File: config.mk
export PLATFORM = sky130hd
export DESIGN_NAME = uart_rx_line_status
export DESIGN_NICKNAME = d
export VERILOG_FILES = /design/src/inc/rx_status_pkg.sv /design/src/rtl/uart_rx_line_status.sv /design/src/rtl/rx_frame_sampler.sv
export SDC_FILE = /design/constraint.sdc
export NUM_CORES = 1
export LEC_CHECK = 0
export BUFFER_PORTS_ARGS = -buffer_cell sky130_fd_sc_hd__buf_2
export CAP_MARGIN = 40
export CORE_MARGIN = 2
export CORE_UTILIZATION = 62
export CTS_CLUSTER_DIAMETER = 30
export CTS_CLUSTER_SIZE = 24
export DETAILED_ROUTE_END_ITERATION = 10
export PLACE_DENSITY_LB_ADDON = 0.25
export SLEW_MARGIN = 20
export SYNTH_ARGS = -nofsm -noshare
export SYNTH_HDL_FRONTEND = slang
export SYNTH_HIERARCHICAL = 1
export SYNTH_SLANG_ARGS = --single-unit
File: constraint.sdc
create_clock -name pclk -period 5 [get_ports pclk]
set_clock_uncertainty 0.15 [all_clocks]
set_input_delay 1 -clock pclk [delete_from_list [all_inputs] [get_ports pclk]]
set_output_delay 1 -clock pclk [all_outputs]
set_load 0.01 [all_outputs]
File: src/inc/rx_status_pkg.sv
// package: offsets, fields, reset values and carriers of the rx status block
package rx_status_pkg;
  // ---------------------------------------------------------------
  // register map (byte addresses)
  // ---------------------------------------------------------------
  localparam logic [7:0] ADDR_DATA = 8'h00;
  localparam logic [7:0] ADDR_LINE = 8'h04;
  localparam logic [7:0] ADDR_CTRL = 8'h08;
  localparam logic [7:0] ADDR_SPARE = 8'h0C;
  localparam logic [7:0] ADDR_ISTAT = 8'h10;
  localparam logic [7:0] ADDR_IMASK = 8'h14;
  // ---------------------------------------------------------------
  // field positions
  // ---------------------------------------------------------------
  localparam int LC_RA = 0;
  localparam int LC_OE = 1;
  localparam int LC_PE = 2;
  localparam int LC_FE = 3;
  localparam int CT_FIFO = 0;
  localparam int CT_PEN = 1;
  localparam int CT_PEVEN = 2;
  localparam int CT_FLUSH = 3;
  localparam int CT_TRIG = 4;
  localparam int CT_DIV = 16;
  localparam int IS_RA = 0;
  localparam int IS_OE = 1;
  localparam int IS_PE = 2;
  localparam int IS_FE = 3;
  localparam int IS_TRIG = 4;
  localparam int IRQ_W = 5;
  // ---------------------------------------------------------------
  // reset values and counts
  // ---------------------------------------------------------------
  localparam logic [7:0] SPARE_RESET = 8'h00;
  localparam logic [15:0] DIV_RESET = 16'h0001;
  localparam int FIFO_DEPTH = 16;
  localparam int PTR_W = 4;
  localparam int CNT_W = 5;
  localparam logic [4:0] FIFO_FULL = 5'h10;
  localparam logic [4:0] TRIG_L0 = 5'h01;
  localparam logic [4:0] TRIG_L1 = 5'h04;
  localparam logic [4:0] TRIG_L2 = 5'h08;
  localparam logic [4:0] TRIG_L3 = 5'h0E;
  localparam logic [3:0] OVS_LAST = 4'hF;
  localparam logic [3:0] OVS_HALF = 4'h7;
  localparam logic [1:0] RESYNC_SAMPLES = 2'h2;
  // ---------------------------------------------------------------
  // carriers
  // ---------------------------------------------------------------
  typedef struct packed {
    logic psel;
    logic penable;
    logic pwrite;
    logic [7:0] paddr;
    logic [31:0] pwdata;
  } apb_req_t;
  typedef struct packed {
    logic [31:0] prdata;
    logic pready;
    logic pslverr;
  } apb_rsp_t;
  typedef struct packed {
    logic fe;
    logic pe;
    logic [7:0] data;
  } rx_char_t;
  typedef enum logic [2:0] {
    RX_IDLE = 3'b000,
    RX_START = 3'b001,
    RX_DATA = 3'b010,
    RX_PARITY = 3'b011,
    RX_STOP = 3'b100
  } rx_state_t;
endpackage : rx_status_pkg

File: src/rtl/uart_rx_line_status.sv
// receive line status, receive fifo and spare byte behind an apb slave
//
// What this block does
// - set stop-bit fault, clear it on status read
// - status read alone clears the stop-bit fault
// - fifo errors shown when character reaches head
// - break pushes exactly one zero character
// - after fault, two high samples, then start
// - parity mismatch sets parity fault, read clears
// - non-fifo overwrite of unread character flags overrun
// - status read clears the overrun fault
// - fifo overrun only when full plus new character
// - fifo overrun discards shift character, flags at once
// - receive available set once character is stored
// - receive available clears when all characters read
// - eight-bit spare byte, reset zero, no side effects
// - spare byte upper bits read zero
//
// Chosen here: the register addresses and the APB interface to the registers.
`timescale 1ns/1ps
module uart_rx_line_status (
  // clock and reset
  input wire logic pclk,
  input wire logic presetn,
  // apb slave
  input wire rx_status_pkg::apb_req_t apb_req,
  output rx_status_pkg::apb_rsp_t apb_rsp,
  // serial line
  input wire logic rxd,
  // interrupt
  output logic irq
);
  import rx_status_pkg::*;

  // ---------------------------------------------------------------
  // state
  // ---------------------------------------------------------------
  typedef struct packed {
    rx_char_t [FIFO_DEPTH-1:0] mem;
    logic [PTR_W-1:0] head;
    logic [PTR_W-1:0] tail;
    logic [CNT_W-1:0] count;
    logic shown;
    logic fe;
    logic pe;
    logic oe;
    logic fifo_en;
    logic par_en;
    logic par_even;
    logic [1:0] trig_sel;
    logic [15:0] divisor;
    logic [7:0] spare;
    logic [IRQ_W-1:0] istat;
    logic [IRQ_W-1:0] imask;
    logic irq;
    apb_rsp_t rsp;
  } stat_t;

  stat_t s_reg, s_next;
  logic char_valid;
  rx_char_t rx_char;
  rx_char_t head_ch;
  logic setup, done, wr, rd, hit;
  logic pop, full, push, ovr;
  logic [CNT_W-1:0] avail;
  logic [CNT_W-1:0] trig_lvl;
  logic [IRQ_W-1:0] ev;
  logic [31:0] rd_data;
  logic [31:0] lc_val;
  logic [31:0] ctrl_val;

  // ---------------------------------------------------------------
  // character assembly
  // ---------------------------------------------------------------
  rx_frame_sampler u_sampler (
    .pclk(pclk),
    .presetn(presetn),
    .rxd(rxd),
    .divisor(s_reg.divisor),
    .parity_en(s_reg.par_en),
    .parity_even(s_reg.par_even),
    .char_valid(char_valid),
    .char_out(rx_char)
  );

  // ---------------------------------------------------------------
  // next state
  // ---------------------------------------------------------------
  always_comb begin
    s_next = s_reg;
    head_ch = s_reg.mem[s_reg.head];

    // read views
    lc_val = 32'h0000_0000;
    lc_val[LC_FE] = s_reg.fe;
    lc_val[LC_PE] = s_reg.pe;
    lc_val[LC_OE] = s_reg.oe;
    lc_val[LC_RA] = (s_reg.count != 5'h00);
    ctrl_val = 32'h0000_0000;
    ctrl_val[CT_FIFO] = s_reg.fifo_en;
    ctrl_val[CT_PEN] = s_reg.par_en;
    ctrl_val[CT_PEVEN] = s_reg.par_even;
    ctrl_val[CT_TRIG +: 2] = s_reg.trig_sel;
    ctrl_val[CT_DIV +: 16] = s_reg.divisor;

    case (s_reg.trig_sel)
      2'h0: trig_lvl = TRIG_L0;
      2'h1: trig_lvl = TRIG_L1;
      2'h2: trig_lvl = TRIG_L2;
      default: trig_lvl = TRIG_L3;
    endcase

    // apb decode; the answer comes one cycle after setup, no wait
    setup = apb_req.psel && !apb_req.penable;
    done = apb_req.psel && apb_req.penable && s_reg.rsp.pready;
    wr = done && apb_req.pwrite;
    rd = done && !apb_req.pwrite;
    hit = 1'b1;
    case (apb_req.paddr)
      ADDR_DATA: rd_data = {24'h00_0000, head_ch.data};
      ADDR_LINE: rd_data = lc_val;
      ADDR_CTRL: rd_data = ctrl_val;
      ADDR_SPARE: rd_data = {24'h00_0000, s_reg.spare};
      ADDR_ISTAT: rd_data = {27'h0, s_reg.istat};
      ADDR_IMASK: rd_data = {27'h0, s_reg.imask};
      default: begin
        rd_data = 32'h0000_0000;
        hit = 1'b0;
      end
    endcase
    s_next.rsp.pready = setup;
    if (setup) begin
      s_next.rsp.prdata = apb_req.pwrite ? 32'h0000_0000 : rd_data;
      s_next.rsp.pslverr = !hit;
    end

    // ---- status clear on read ----
    // the clear uses the value the read returned, so a fault that
    // arrives between setup and completion survives the read
    if (rd && apb_req.paddr == ADDR_LINE) begin
      if (s_reg.rsp.prdata[LC_FE]) s_next.fe = 1'b0;
      if (s_reg.rsp.prdata[LC_PE]) s_next.pe = 1'b0;
      if (s_reg.rsp.prdata[LC_OE]) s_next.oe = 1'b0;
    end

    // ---- reveal errors of the head character ----
    if (s_reg.count != 5'h00 && !s_reg.shown) begin
      s_next.shown = 1'b1;
      if (head_ch.fe) s_next.fe = 1'b1;
      if (head_ch.pe) s_next.pe = 1'b1;
    end

    // ---- fifo / holding register ----
    pop = rd && apb_req.paddr == ADDR_DATA && s_reg.count != 5'h00;
    avail = pop ? s_reg.count - 5'h01 : s_reg.count;
    // non-fifo mode is the same store with room for one
    full = s_reg.fifo_en ? (avail == FIFO_FULL) : (avail != 5'h00);
    push = char_valid && !full;
    ovr = char_valid && full;
    if (pop) begin
      s_next.head = s_reg.head + 4'h1;
      s_next.shown = 1'b0;
    end
    if (push) begin
      s_next.mem[s_reg.tail] = rx_char;
      s_next.tail = s_reg.tail + 4'h1;
    end else if (ovr && !s_reg.fifo_en) begin
      s_next.mem[s_reg.head] = rx_char;
      s_next.shown = 1'b0;
    end
    // in fifo mode an overrun leaves the store untouched
    if (ovr) s_next.oe = 1'b1;
    s_next.count = avail + {4'h0, push};

    // ---- register writes ----
    if (wr) begin
      case (apb_req.paddr)
        ADDR_CTRL: begin
          s_next.fifo_en = apb_req.pwdata[CT_FIFO];
          s_next.par_en = apb_req.pwdata[CT_PEN];
          s_next.par_even = apb_req.pwdata[CT_PEVEN];
          s_next.trig_sel = apb_req.pwdata[CT_TRIG +: 2];
          s_next.divisor = apb_req.pwdata[CT_DIV +: 16];
          // flush wins over a character stored in the same cycle
          if (apb_req.pwdata[CT_FLUSH]) begin
            s_next.head = 4'h0;
            s_next.tail = 4'h0;
            s_next.count = 5'h00;
            s_next.shown = 1'b0;
          end
        end
        ADDR_SPARE: s_next.spare = apb_req.pwdata[7:0];
        ADDR_ISTAT: begin
          s_next.istat = s_reg.istat & ~apb_req.pwdata[IRQ_W-1:0];
        end
        ADDR_IMASK: s_next.imask = apb_req.pwdata[IRQ_W-1:0];
        default: ;
      endcase
    end

    // ---- interrupt events; a set beats a same-cycle clear ----
    ev = '0;
    ev[IS_RA] = push;
    ev[IS_OE] = ovr;
    ev[IS_PE] = char_valid && rx_char.pe;
    ev[IS_FE] = char_valid && rx_char.fe;
    ev[IS_TRIG] = push && (avail + 5'h01 == trig_lvl);
    s_next.istat = s_next.istat | ev;
    s_next.irq = |(s_next.istat & s_next.imask);
  end

  // ---------------------------------------------------------------
  // state register
  // ---------------------------------------------------------------
  always_ff @(posedge pclk or negedge presetn) begin
    if (!presetn) begin
      s_reg <= '0;
      s_reg.divisor <= DIV_RESET;
      s_reg.spare <= SPARE_RESET;
    end else begin
      s_reg <= s_next;
    end
  end

  assign apb_rsp = s_reg.rsp;
  assign irq = s_reg.irq;

  // ---------------------------------------------------------------
  // checks
  // ---------------------------------------------------------------
  a_fe_revealed: assert property (
    @(posedge pclk) disable iff (!presetn)
    s_reg.count != 5'h00 && !s_reg.shown && head_ch.fe |=> s_reg.fe)
    else $error("stop-bit fault of head character not shown");

  a_fe_read_clear: assert property (
    @(posedge pclk) disable iff (!presetn)
    rd && apb_req.paddr == ADDR_LINE && s_reg.rsp.prdata[LC_FE] &&
      (s_reg.shown || s_reg.count == 5'h00) |=> !s_reg.fe)
    else $error("stop-bit fault survived a status read");

  a_pe_revealed: assert property (
    @(posedge pclk) disable iff (!presetn)
    s_reg.count != 5'h00 && !s_reg.shown && head_ch.pe
      |=> s_reg.pe [*1] ##0 s_reg.shown)
    else $error("parity fault of head character not shown");

  a_single_overrun: assert property (
    @(posedge pclk) disable iff (!presetn)
    char_valid && !s_reg.fifo_en && s_reg.count == 5'h01 && !pop
      |=> s_reg.oe && s_reg.count == 5'h01)
    else $error("holding overwrite did not flag overrun");

  a_oe_read_clear: assert property (
    @(posedge pclk) disable iff (!presetn)
    rd && apb_req.paddr == ADDR_LINE && s_reg.rsp.prdata[LC_OE] &&
      !char_valid |=> !s_reg.oe)
    else $error("overrun survived a status read");

  a_no_early_oe: assert property (
    @(posedge pclk) disable iff (!presetn)
    char_valid && s_reg.fifo_en && s_reg.count < FIFO_FULL && !pop
      && !wr |=> s_reg.count == $past(s_reg.count) + 5'h01)
    else $error("character lost before the fifo was full");

  a_full_discard: assert property (
    @(posedge pclk) disable iff (!presetn)
    char_valid && s_reg.fifo_en && s_reg.count == FIFO_FULL && !pop
      && !wr |=> s_reg.oe && $stable(s_reg.tail) && $stable(s_reg.mem))
    else $error("fifo overrun not discarded or not flagged");

  a_ready_view: assert property (
    @(posedge pclk) disable iff (!presetn)
    setup && apb_req.paddr == ADDR_LINE && !apb_req.pwrite
      |=> s_reg.rsp.prdata[LC_RA] == ($past(s_reg.count) != 5'h00))
    else $error("receive available does not match the store");

  a_last_read_clears: assert property (
    @(posedge pclk) disable iff (!presetn)
    pop && s_reg.count == 5'h01 && !char_valid |=> s_reg.count == 5'h00)
    else $error("store not empty after the last character was read");

  a_spare_upper_zero: assert property (
    @(posedge pclk) disable iff (!presetn)
    setup && apb_req.paddr == ADDR_SPARE && !apb_req.pwrite
      |=> s_reg.rsp.prdata[31:8] == 24'h00_0000 &&
          s_reg.rsp.prdata[7:0] == s_reg.spare)
    else $error("spare byte read value wrong");

  a_spare_write: assert property (
    @(posedge pclk) disable iff (!presetn)
    wr && apb_req.paddr == ADDR_SPARE
      |=> s_reg.spare == $past(apb_req.pwdata[7:0]))
    else $error("spare byte write lost");
endmodule : uart_rx_line_status

File: src/rtl/rx_frame_sampler.sv
// serial frame sampler: 16x oversampled character assembly
`timescale 1ns/1ps
module rx_frame_sampler (
  // clock and reset
  input wire logic pclk,
  input wire logic presetn,
  // line and settings
  input wire logic rxd,
  input wire logic [15:0] divisor,
  input wire logic parity_en,
  input wire logic parity_even,
  // assembled character
  output logic char_valid,
  output rx_status_pkg::rx_char_t char_out
);
  import rx_status_pkg::*;

  typedef struct packed {
    rx_state_t st;
    logic [15:0] div_cnt;
    logic [3:0] ovs;
    logic [2:0] bit_idx;
    logic [7:0] shift;
    logic par_bad;
    logic [1:0] high_cnt;
    logic armed;
    logic valid;
    rx_char_t ch;
  } samp_t;

  samp_t s_reg, s_next;
  logic tick;
  logic [15:0] div_last;
  logic [1:0] high_inc;

  always_comb begin
    s_next = s_reg;
    s_next.valid = 1'b0;
    // a divisor of zero behaves as one
    div_last = (divisor == 16'h0000) ? 16'h0000 : divisor - 16'h0001;
    tick = (s_reg.div_cnt >= div_last);
    s_next.div_cnt = tick ? 16'h0000 : s_reg.div_cnt + 16'h0001;
    high_inc = (s_reg.high_cnt == RESYNC_SAMPLES) ? s_reg.high_cnt
                                                  : s_reg.high_cnt + 2'h1;
    if (tick) begin
      s_next.ovs = s_reg.ovs + 4'h1;
      case (s_reg.st)
        RX_IDLE: begin
          s_next.ovs = 4'h0;
          if (rxd) begin
            s_next.high_cnt = high_inc;
            if (high_inc == RESYNC_SAMPLES) s_next.armed = 1'b1;
          end else begin
            s_next.high_cnt = 2'h0;
            if (s_reg.armed) s_next.st = RX_START;
          end
        end
        RX_START: if (s_reg.ovs == OVS_HALF) begin
          s_next.ovs = 4'h0;
          s_next.bit_idx = 3'h0;
          s_next.par_bad = 1'b0;
          // a glitch shorter than half a bit is not a start
          s_next.st = rxd ? RX_IDLE : RX_DATA;
        end
        RX_DATA: if (s_reg.ovs == OVS_LAST) begin
          s_next.shift = {rxd, s_reg.shift[7:1]};
          s_next.bit_idx = s_reg.bit_idx + 3'h1;
          if (s_reg.bit_idx == 3'h7) begin
            s_next.st = parity_en ? RX_PARITY : RX_STOP;
          end
        end
        RX_PARITY: if (s_reg.ovs == OVS_LAST) begin
          s_next.par_bad = (^s_reg.shift) ^ rxd ^ ~parity_even;
          s_next.st = RX_STOP;
        end
        RX_STOP: if (s_reg.ovs == OVS_LAST) begin
          s_next.valid = 1'b1;
          s_next.ch.data = s_reg.shift;
          s_next.ch.pe = s_reg.par_bad;
          s_next.ch.fe = ~rxd;
          // a break ends here as one zero character; disarming keeps
          // a line held low from delivering any more of them
          s_next.armed = rxd;
          s_next.high_cnt = 2'h0;
          s_next.st = RX_IDLE;
        end
        default: s_next.st = RX_IDLE;
      endcase
    end
  end

  always_ff @(posedge pclk or negedge presetn) begin
    if (!presetn) begin
      s_reg <= '0;
    end else begin
      s_reg <= s_next;
    end
  end

  assign char_valid = s_reg.valid;
  assign char_out = s_reg.ch;

  a_break_disarms: assert property (
    @(posedge pclk) disable iff (!presetn)
    s_reg.valid && s_reg.ch.fe && !rxd |=>
      s_reg.st == RX_IDLE && !s_reg.armed)
    else $error("sampler not idle and disarmed after a break");
  a_low_line_held: assert property (
    @(posedge pclk) disable iff (!presetn)
    s_reg.st == RX_IDLE && !s_reg.armed |=> s_reg.st == RX_IDLE)
    else $error("character started while disarmed");
endmodule : rx_frame_sampler

==> results of run 1 <==
## power groups by stage
| stage | Clock [mW] | Sequential, mW | Combinational (mW) |
|---|---|---|---|
| 3_3_place_gp | 0 | 2.53 | 0.423 |
| 6_report | 3.95 | 2.50 | 0.446 |
| 4_1_cts | 3.99 | 2.50 | 0.446 |
| 2_1_floorplan | 0 | 2.49 | 0.343 |
| 5_1_grt | 4.11 | 2.51 | 0.507 |
| 3_5_place_dp | 0 | 2.54 | 0.438 |
## cell families (layout without fill, tap and decap cells)
kind of cell / after synthesis / in the layout / share of synthesized area [%]
buf+inv: 133 / 239 / 4.69
mux: 277 / 277 / 25.5
simple gates: 235 / 235 / 7.98
xor+xnor: 47 / 47 / 2.70
fa+ha+maj: 33 / 33 / 2.71
flops: 292 / 292 / 47.9
other cells: 1 / 8 / 0.0246
compound gates: 138 / 138 / 8.47
## metal layers
layer	global-route usage, %	up-vias	routed length (um)
li1	-	4322	-
met1	37.7	5045	15000
met2	44.2	283	16600
met3	5.09	82	1820
met4	9.82	0	1000
met5	0	-	0
## synthesized netlist by cell type (8+ instances only)
master    instances  share of area, %
mux2i_1          12              0.79
a32oi_4          13               2.3
nor3_1           12              0.39
ha_1             33               2.7
nand2_1          69               1.7
inv_1            31              0.76
xnor2_1          29               1.7
dfrtp_1         291                48
nor2_1           64               1.6
nand3_1          16              0.53
a22o_1           21               1.2
clkbuf_1         41               1.0
xor2_1           18               1.0
a21oi_1          22              0.72
nand4_1           8              0.33
mux2_2          156                12
o21ai_0          25              0.82
buf_4            46               2.3
nor2b_1           8              0.33
mux2_4           59               5.8
mux4_2           50               7.4
## metrics by stage
| stage | total power, mW | std cells | util, % |
|---|---|---|---|
| 5_1_grt | 7.13 | 1593 | 74.3 |
| 4_1_cts | 6.93 | 1592 | 74.2 |
| 3_5_place_dp | 2.97 | 1488 | 65.8 |
| 6_report | 6.90 | 1593 | 74.3 |
| 3_3_place_gp | 2.96 | 1484 | 65.6 |
| 2_1_floorplan | 2.84 | 1163 | - |
## cell type report
class | count | area [um^2] | share of cell area [%]
Clock buffer | 69 | 1570 | 8.72
Clock inverter | 35 | 463 | 2.57
Inverter | 31 | 116 | 0.646
Multi-Input combinational cell | 738 | 7260 | 40.3
Sequential cell | 292 | 7310 | 40.6
Tap cell | 324 | 405 | 2.25
Timing Repair Buffer | 104 | 891 | 4.94
## critical path, delay by kind of cell (launching register included)
family,cells,cell delay [ps]
AOI/OAI and AO/OA,3,700
adders and majority gates,1,270
DFF,1,460
muxes,1,410
and+or+nand+nor,6,2280
## how the worst min path moves through the flow
| stage | slack [ps] | from | to | cells after the start |
|---|---|---|---|---|
| after detailed placement | 320 | apb_rsp[6]$_DFFE_PN0P_ | apb_rsp[6]$_DFFE_PN0P_ | 1 |
| after floorplan | 300 | apb_rsp[6]$_DFFE_PN0P_ | apb_rsp[6]$_DFFE_PN0P_ | 1 |
| final | 240 | presetn | s_reg[82]$_DFF_PN0_ | 1 |
| after CTS | 270 | presetn | s_reg[82]$_DFF_PN0_ | 1 |
| after global placement | 310 | apb_rsp[6]$_DFFE_PN0P_ | apb_rsp[6]$_DFFE_PN0P_ | 1 |
| after global routing | 300 | presetn | s_reg[82]$_DFF_PN0_ | 1 |
==> impl_metrics.csv, run 1 <==
group,metric,value,unit
grt,grt_pass1_wl,55600,um
sta,rsz0062_at_grt,"false",
setup_path,r2r-start,"ctrl_val[27]$_DFFE_PN0P_",
synth,ys.warnings.count,6,
power_and_ir_drop,p_int,5.25,mW
setup_path,cp_max_fo,16,
synth,postSynthCellCount,1156,
sta,worstMarginPinSlew,874,ps
synth,syn_area,15200,um^2
clock_network,cts-root-buf,"clkbuf_16",
placed_design,globalplace.congestion,0.853,
setup_path,crit_arrival,4690,ps
worst_hold_path,holdCritPathClass,"input port to async pin",
route,wl_per_cell,21.6,um
power_and_ir_drop,pwr-share-comb,6.5,%
grt,grt_max_degree,137,
finish,num_antenna_cells,0,
route,vias_per_cell,6.11,
clock_network,clk_pin_slew,50,ps
route,drc,0,
clock_network,postCtsHoldBufs,0,
grt,grt_antenna_before_repair,0,
sta,fmax,228,MHz
run,maxCapViolCount,0,
grt,grt-ovfl-total,0,
setup_path,cp-end-kind,"flop",
grt,grt.total_usage,27.4,%
sta,max_slew_margin,41.7,%
placed_design,dpl.hpwl,21200,um
setup_path,max_stage_delay,770,ps
die,placement_rows,57,
sta,period_needed,4390,ps
finish,fill_cells,1480,
die,die_area,25900,um^2
finish,layout_common_cells,"dfrtp_1 (289), mux2_2 (156), nand2_1 (69)",
power_and_ir_drop,clkPwrFrac,57.3,%
sta,final.setup.tns,0,ps
route,drt_iter0_drc,746,
die,coreArea,24200,um^2
power_and_ir_drop,pwr-share-seq,36.3,%
setup_path,timing.rr.end,"u_sampler/s_reg[22]$_DFFE_PN0P_",
finish,final_area,18000,um^2
sta,drv_slew,0,
placed_design,placement.setup.worst_slack,72.0,ps
synth,synth.ff_latch_count,292,
sta,setup_viol,0,
setup_path,r2r_slack,610,ps
clock_network,insertion_delay,580,ps
setup_path,crit_type,"flop to flop",
finish,layout_commonest_cell,"dfrtp_1",
finish,syn_to_final_growth,18.2,%
power_and_ir_drop,irDropWorstVdd,277,uV
clock_network,cts_buffers,57,
sta,setup_slack,607,ps
die,die_x,161,um
outcome,status,"finished clean",
sta,timing.final.hold_violations,0,
die,initial_utilization,62.9,%
setup_path,crit_chain,"or4_1 -> nor3_2 -> nand4b_2 -> and2_1 -> ha_1 -> nor2b_1 -> o21ai_0 -> a31oi_1 -> o21ai_2 -> nor4b_4 -> mux2_2",
synth,synth_edf_count,0,
route,vias,9732,
route,drtAntennaViolNets,0,
grt,grt_pass1_vias,10100,
clock_network,clkSinkCount,292,
placed_design,placed_area,16000,um^2
setup_path,worstSetupStartpointType,"flop",
sta,fin_crit_sh,87.9,%
clock_network,cts_setup_buffers,0,
synth,synth_cell_types,70,
setup_path,reg2reg_depth,11,
setup_path,crit_start,"ctrl_val[27]$_DFFE_PN0P_",
synth,syn_avg_cell_area,13.2,um^2
power_and_ir_drop,power_density,383,nW/um^2
clock_network,cts_resized,0,
setup_path,required,5300,ps
die,io_pins,81,
clock_network,htree_levels,2,
synth,async_flop_share,100,%
clock_network,cts_buffer_depth,3,
finish,nets,1303,
power_and_ir_drop,switchingPower,1.65,mW
placed_design,portBuffers,64,
clock_network,cts_tree,"built",
setup_path,setup.worst_path.end,"u_sampler/s_reg[22]$_DFFE_PN0P_",
route,drt-total-wl,34500,um
setup_path,cp_slowest_cell,"nor4b_4",
synth,yosysSeqAreaShare,47.9,%
die,die_h,161,um
route,drtPass1Iterations,5,
sta,fin_hold_ws,239,ps
finish,drive_above_1_share,40.4,%
power_and_ir_drop,p_sw_share,23.9,%
synth,ys.flop_type,"dfrtp_1",
power_and_ir_drop,leakagePower,8.81,nW
finish,largest_reg_flops,192,
Power figures use the tool's default switching activity.
==> inputs of run 2 (changes only) <==
CORE_MARGIN = default   (was 2)
CORE_UTILIZATION = 56   (was 62)
TNS_END_PERCENT = 100   (was default)
clock period = 3.75 ns   (was 5 ns; I/O delays follow)
==> run 2 against run 1 <==
  * The flow now finishes with violations (setup timing)
  * Worst setup slack lost 730 ps
  * Cell area grew 7.8%
  * Hold slack lost 230 ps
  * Die area grew 7.8%
  * First-iteration DRC count grew 11%
  * Via count grew 5.1%
  * Flip-flop and latch count is the same
  * Power grew 35%
  * Global-route usage shrank 0.094 points
  * Count of clock-buffer cells in the layout is the same
  * Critical path depth shrank 1
  * Clock power grew 32%
  * Critical path type is now input port to flop
  * Critical endpoint is now s_reg[196]$_DFFE_PN0P_
  * Largest cell class is now multi-input combinational cells
  * Highest routed layer unchanged
==> impl_metrics.csv, run 2 (same netlist as run 1, synthesis figures left out) <==
group,metric,value,unit
outcome,status,"complete, but fails checks",
outcome,failed_checks,"setup timing",
power_and_ir_drop,pwr-share-comb,8.2,%
clock_network,clkSinkCount,292,
placed_design,dpl.hpwl,23100,um
grt,grt.total_usage,27.3,%
die,io_pins,81,
power_and_ir_drop,clkPwrFrac,55.9,%
grt,grt-ovfl-total,0,
power_and_ir_drop,pwr-share-seq,35.8,%
sta,fin_crit_sh,103,%
power_and_ir_drop,leakagePower,9.67,nW
die,coreArea,26800,um^2
setup_path,worstSetupStartpointType,"input port",
clock_network,clk_pin_slew,50,ps
grt,grt_antenna_before_repair,2,
setup_path,crit_arrival,4200,ps
route,drc,0,
route,vias,10200,
grt,grt_max_degree,92,
finish,syn_to_final_growth,27.3,%
finish,nets,1378,
power_and_ir_drop,p_int,7.00,mW
grt,grt_pass1_vias,10400,
finish,final_area,19400,um^2
clock_network,insertion_delay,600,ps
clock_network,cts_tree,"built",
power_and_ir_drop,p_sw_share,24.9,%
sta,worstMarginPinSlew,956,ps
clock_network,cts_buffer_depth,3,
sta,setup_viol,118,
route,drt_iter0_drc,828,
route,drtAntennaViolNets,0,
grt,grt_pass1_wl,58900,um
finish,multi_input_area,7860,um^2
clock_network,htree_levels,2,
die,die_h,167,um
placed_design,globalplace.congestion,0.810,
route,drt-total-wl,40300,um
sta,setup_slack,-120,ps
finish,fin_util,72.5,%
sta,rsz0062_at_grt,"true",
power_and_ir_drop,irDropWorstVdd,373,uV
setup_path,required,4080,ps
finish,layout_commonest_cell,"dfrtp_1",
worst_hold_path,holdCritPathClass,"input port to async pin",
route,drtPass1Iterations,4,
finish,drive_above_1_share,44.2,%
sta,drv_slew,0,
placed_design,placement.setup.worst_slack,-671,ps
finish,seq_area,7310,um^2
sta,period_needed,3870,ps
sta,max_slew_margin,36.3,%
sta,timing.final.hold_violations,0,
power_and_ir_drop,power_density,480,nW/um^2
clock_network,cts-root-buf,"clkbuf_16",
finish,largest_reg_flops,192,
clock_network,postCtsHoldBufs,0,
die,die_area,27900,um^2
clock_network,cts_buffers,57,
die,placement_rows,60,
placed_design,portBuffers,64,
die,initial_utilization,56.9,%
setup_path,cp-end-kind,"flop",
finish,fill_cells,1645,
route,wl_per_cell,23.9,um
die,die_x,167,um
setup_path,crit_type,"input port to flop",
route,vias_per_cell,6.07,
sta,fmax,258,MHz
setup_path,cp_max_fo,5,
finish,layout_common_cells,"dfrtp_1 (289), mux2_4 (178), buf_4 (74)",
placed_design,placed_area,16600,um^2
run,maxCapViolCount,0,
power_and_ir_drop,switchingPower,2.33,mW
-- run 2: changes by cell type in the layout (fill, tap and decap cells not counted), sizes merged --
cell / change
inv: +6
diode: +2
clkinv: -6
clkbuf: +9
bufinv: -1
buf: +66
-- run 2: power groups by stage --
stage / Combinational, mW / Sequential, mW / Clock [mW]
finish: 0.768 / 3.34 / 5.22
floorplan: 0.458 / 3.33 / 0
global route: 0.853 / 3.35 / 5.41
global placement: 0.595 / 3.38 / 0
detailed placement: 0.612 / 3.39 / 0
CTS: 0.647 / 3.34 / 5.24
-- run 2: worst max-delay path, cell delays in order --
cell and delay (ps):
buf_6 90, or4_4 540, or4_4 570, mux2_4 320, or4_4 560, o211a_4 300, clkbuf_16 180, a32oi_4 330
clkbuf_16 250, mux2_4 300
-- run 2: routing by layer --
metal	part of all wire (%)	up-vias	wire (um)	track usage, %
li1	-	4473	-	-
met1	44	5329	17600	38.5
met2	48	328	19200	42.8
met3	5.2	97	2080	4.25
met4	3.3	0	1330	10.4
met5	0	-	0	0
-- run 2: area by class of cell --
cell class / count / share of cell area [%]
Multi-Input combinational cell: 738 / 40.5
Tap cell: 341 / 2.20
Inverter: 31 / 0.599
Antenna cell: 2 / 0.0258
Clock buffer: 69 / 7.89
Timing Repair Buffer: 179 / 8.83
Clock inverter: 34 / 2.32
Sequential cell: 292 / 37.7
-- run 2: repair_timing --
item                                    CTS  global route
hold endpoints to repair                  0             0
resized for setup                        22            87
pin swaps                                10            21
endpoints found under the setup margin  179           209
cloned                                    2             9
buffers inserted                          3            12
-- run 2: per-stage QoR --
step / hold slack [ps] / total power [mW] / std cells / TNS, ps
final: 12.3 / 9.32 / 1686 / -6090
after global routing: 78.1 / 9.62 / 1686 / -15630
after CTS: 40.4 / 9.22 / 1667 / -787
after detailed placement: 315 / 4.00 / 1559 / -103110
after global placement: 311 / 3.98 / 1559 / -102210
after floorplan: 301 / 3.78 / 1163 / -98160
-- run 2: final timing paths --
kind,cells past startpoint,end,from,slack [ps]
max,10,s_reg[196]$_DFFE_PN0P_,apb_req[38],-120
min,1,apb_rsp[30]$_DFFE_PN0P_,presetn,10
max reg2reg,15,u_sampler/s_reg[23]$_DFFE_PN0P_,ctrl_val[18]$_DFFE_PN0P_,-110
min reg2reg,2,apb_rsp[0]$_DFFE_PN0P_,apb_rsp[0]$_DFFE_PN0P_,320
max in group asynchronous,2,s_reg[150]$_DFFE_PN0P_,presetn,2330
min in group pclk,2,ctrl_val[23]$_DFFE_PN0P_,apb_req[23],240
==> inputs of run 3 (changes only) <==
--- a/config.mk
+++ b/config.mk
@@ -7,2 +7,3 @@
 export LEC_CHECK = 0
+export ABC_CLOCK_PERIOD_IN_PS = 3750
 export BUFFER_PORTS_ARGS = -buffer_cell sky130_fd_sc_hd__buf_2
==> constraint.sdc (replaced) <==
create_clock -name pclk -period 3.75 [get_ports pclk]
set_clock_uncertainty 0.15 [all_clocks]
set_input_delay 0.375 -clock pclk [delete_from_list [all_inputs] [get_ports pclk]]
set_output_delay 0.375 -clock pclk [all_outputs]
set_load 0.01 [all_outputs]
==> run 3 against run 2 <==
  * Critical path depth increased by 5
  * The flow still finishes with violations (setup timing)
  * Flip-flop and latch count stayed put
  * Count of clock-buffer cells in the layout is 15 higher
  * Combinational power shrank 3.4%
  * Cell area about the same
  * Hold slack improved by 180 ps
==> impl_metrics.csv, run 3 (same netlist as run 1, synthesis figures left out) <==
group,metric,value,unit
clock_network,clk_pin_slew,40,ps
route,vias_per_cell,5.97,
grt,grt-ovfl-total,0,
finish,fin_util,72.4,%
grt,grt.total_usage,27.5,%
route,wl_per_cell,21.8,um
clock_network,htree_levels,3,
grt,grt_pass1_vias,10800,
setup_path,crit_chain,"nor4_4 -> nand2_1 -> or4_4 -> nor4_4 -> xor2_1 -> nand2_1 -> ha_1 -> nand4_1 -> nor2_1 -> nand4_1 -> o21ai_4 -> nor4b_4 -> buf_4 -> clkbuf_16 -> mux2_4",
die,placement_rows,60,
sta,timing.final.hold_violations,0,
worst_hold_path,holdCritPathClass,"input port to flop",
power_and_ir_drop,irDropWorstVdd,445,uV
finish,seq_area,7310,um^2
sta,period_needed,3850,ps
sta,max_slew_margin,34.3,%
setup_path,crit_type,"flop to flop",
setup_path,cp_slowest_cell,"or4_4",
clock_network,cts_buffer_depth,3,
route,drt_iter0_drc,724,
die,die_area,27900,um^2
setup_path,crit_start,"ctrl_val[21]$_DFFE_PN0P_",
finish,nets,1394,
route,vias,10200,
setup_path,cp-end-kind,"flop",
finish,largest_reg_flops,192,
outcome,failed_checks,"setup timing",
clock_network,cts_tree,"built",
finish,multi_input_area,7560,um^2
grt,grt_max_degree,121,
sta,setup_slack,-103,ps
clock_network,clkSinkCount,292,
route,drtAntennaViolNets,0,
outcome,status,"complete, but fails checks",
sta,worstMarginPinSlew,985,ps
grt,grt_pass1_wl,59700,um
worst_hold_path,hold_start,"apb_req[39]",
setup_path,r2r-start,"ctrl_val[21]$_DFFE_PN0P_",
placed_design,placement.setup.worst_slack,-294,ps
route,drt-total-wl,37200,um
finish,drive_above_1_share,43.2,%
placed_design,portBuffers,64,
route,drc,0,
power_and_ir_drop,leakagePower,9.57,nW
clock_network,insertion_delay,560,ps
clock_network,cts_buffers,66,
die,die_h,167,um
placed_design,dpl.hpwl,22700,um
finish,num_antenna_cells,0,
setup_path,worstSetupStartpointType,"flop",
sta,setup_viol,11,
sta,fin_crit_sh,103,%
sta,drv_slew,0,
finish,syn_to_final_growth,27.3,%
sta,fmax,260,MHz
finish,layout_common_cells,"dfrtp_1 (289), mux2_4 (109), mux2_2 (106)",
finish,layout_commonest_cell,"dfrtp_1",
die,coreArea,26800,um^2
die,die_x,167,um
placed_design,globalplace.congestion,0.822,
grt,grt_antenna_before_repair,0,
clock_network,cts-root-buf,"clkbuf_16",
setup_path,max_stage_delay,480,ps
die,initial_utilization,56.9,%
power_and_ir_drop,power_density,513,nW/um^2
sta,rsz0062_at_grt,"true",
run,maxCapViolCount,0,
route,drtPass1Iterations,5,
setup_path,crit_arrival,4130,ps
setup_path,required,4030,ps
setup_path,cp_max_fo,6,
die,io_pins,81,
finish,fill_cells,1655,
[run 3: changes by cell type in the layout (fill, tap and decap cells not counted), moves of 3 or more]
cell,delta
mux2_4,-69
a32oi_2,+3
buf_2,+4
clkinv_4,+9
clkbuf_16,+3
buf_4,-8
mux2_2,+69
buf_6,-10
dlygate4sd3_1,+26
clkbuf_8,+4
clkinv_2,-5
a32oi_4,-3
clkinvlp_4,-5
[run 3: timing repair]
| action | in CTS | in global routing |
|---|---|---|
| endpoints found under the setup margin | 182 | 67 |
| pin swaps | 5 | 4 |
| buffers inserted | 1 | 5 |
| gates cloned | 1 | 3 |
| gates resized for setup | 8 | 12 |
| hold buffers | 26 | 0 |
| hold endpoints to repair | 146 | 0 |
[run 3: per-stage QoR]
step | TNS (ps) | cells | cell area [um^2] | total power [mW] | hold WS, ps
final | -823 | 1707 | 19400 | 9.96 | 194
after global routing | -4670 | 1707 | 19400 | 10.3 | 196
after CTS | -27.3 | 1699 | 19200 | 9.98 | 170
after detailed placement | -41680 | 1552 | 16600 | 4.02 | 316
after global placement | -38660 | 1552 | 16600 | 4.00 | 309
after floorplan | -37960 | 1163 | 15500 | 3.78 | -70.6
[run 3: worst paths after layout]
kind	cells after the start	slack, ps	to
min in group asynchronous	2	340	s_reg[140]$_DFFE_PN0P_
worst max register to register	15	-100	u_sampler/s_reg[18]$_DFFE_PN0P_
worst max-delay path	15	-100	u_sampler/s_reg[18]$_DFFE_PN0P_
worst min-delay path	4	190	apb_rsp[0]$_DFFE_PN0P_
worst min register to register	2	320	apb_rsp[7]$_DFFE_PN0P_
max in group asynchronous	3	2140	apb_rsp[18]$_DFFE_PN0P_
[run 3: final cells by class]
cell class                 count  area share (%)
multi-input combinational    738            38.9
sequential                   292            37.7
clock buffer                  84            9.37
timing repair buffer         186            8.71
clock inverter                35            2.52
tap                          341            2.20
inverter                      31           0.599
[run 3: worst max-delay path, delay by kind of cell (launching register included)]
kind	cells	cell delay [ps]
AO/OA/AOI/OAI	1	250
XOR/XNOR	1	200
adder cells (fa/ha/maj)	1	270
buffers and inverters	2	320
flip-flops	1	390
multiplexers	1	280
AND/OR/NAND/NOR	9	1880
[run 3: layer usage]
metal	GRT usage, %	wire [um]
met1	38.7	16900
met2	42.1	17300
met3	4.97	1800
met4	11.8	1260
met5	0	0
[run 3: power breakdown]
group / switching, mW / internal [mW] / leakage (nW) / total [mW]
registers: 0.114 / 3.23 / 4.04 / 3.34
clock network: 1.91 / 3.97 / 1.13 / 5.88
logic: 0.403 / 0.339 / 4.41 / 0.742
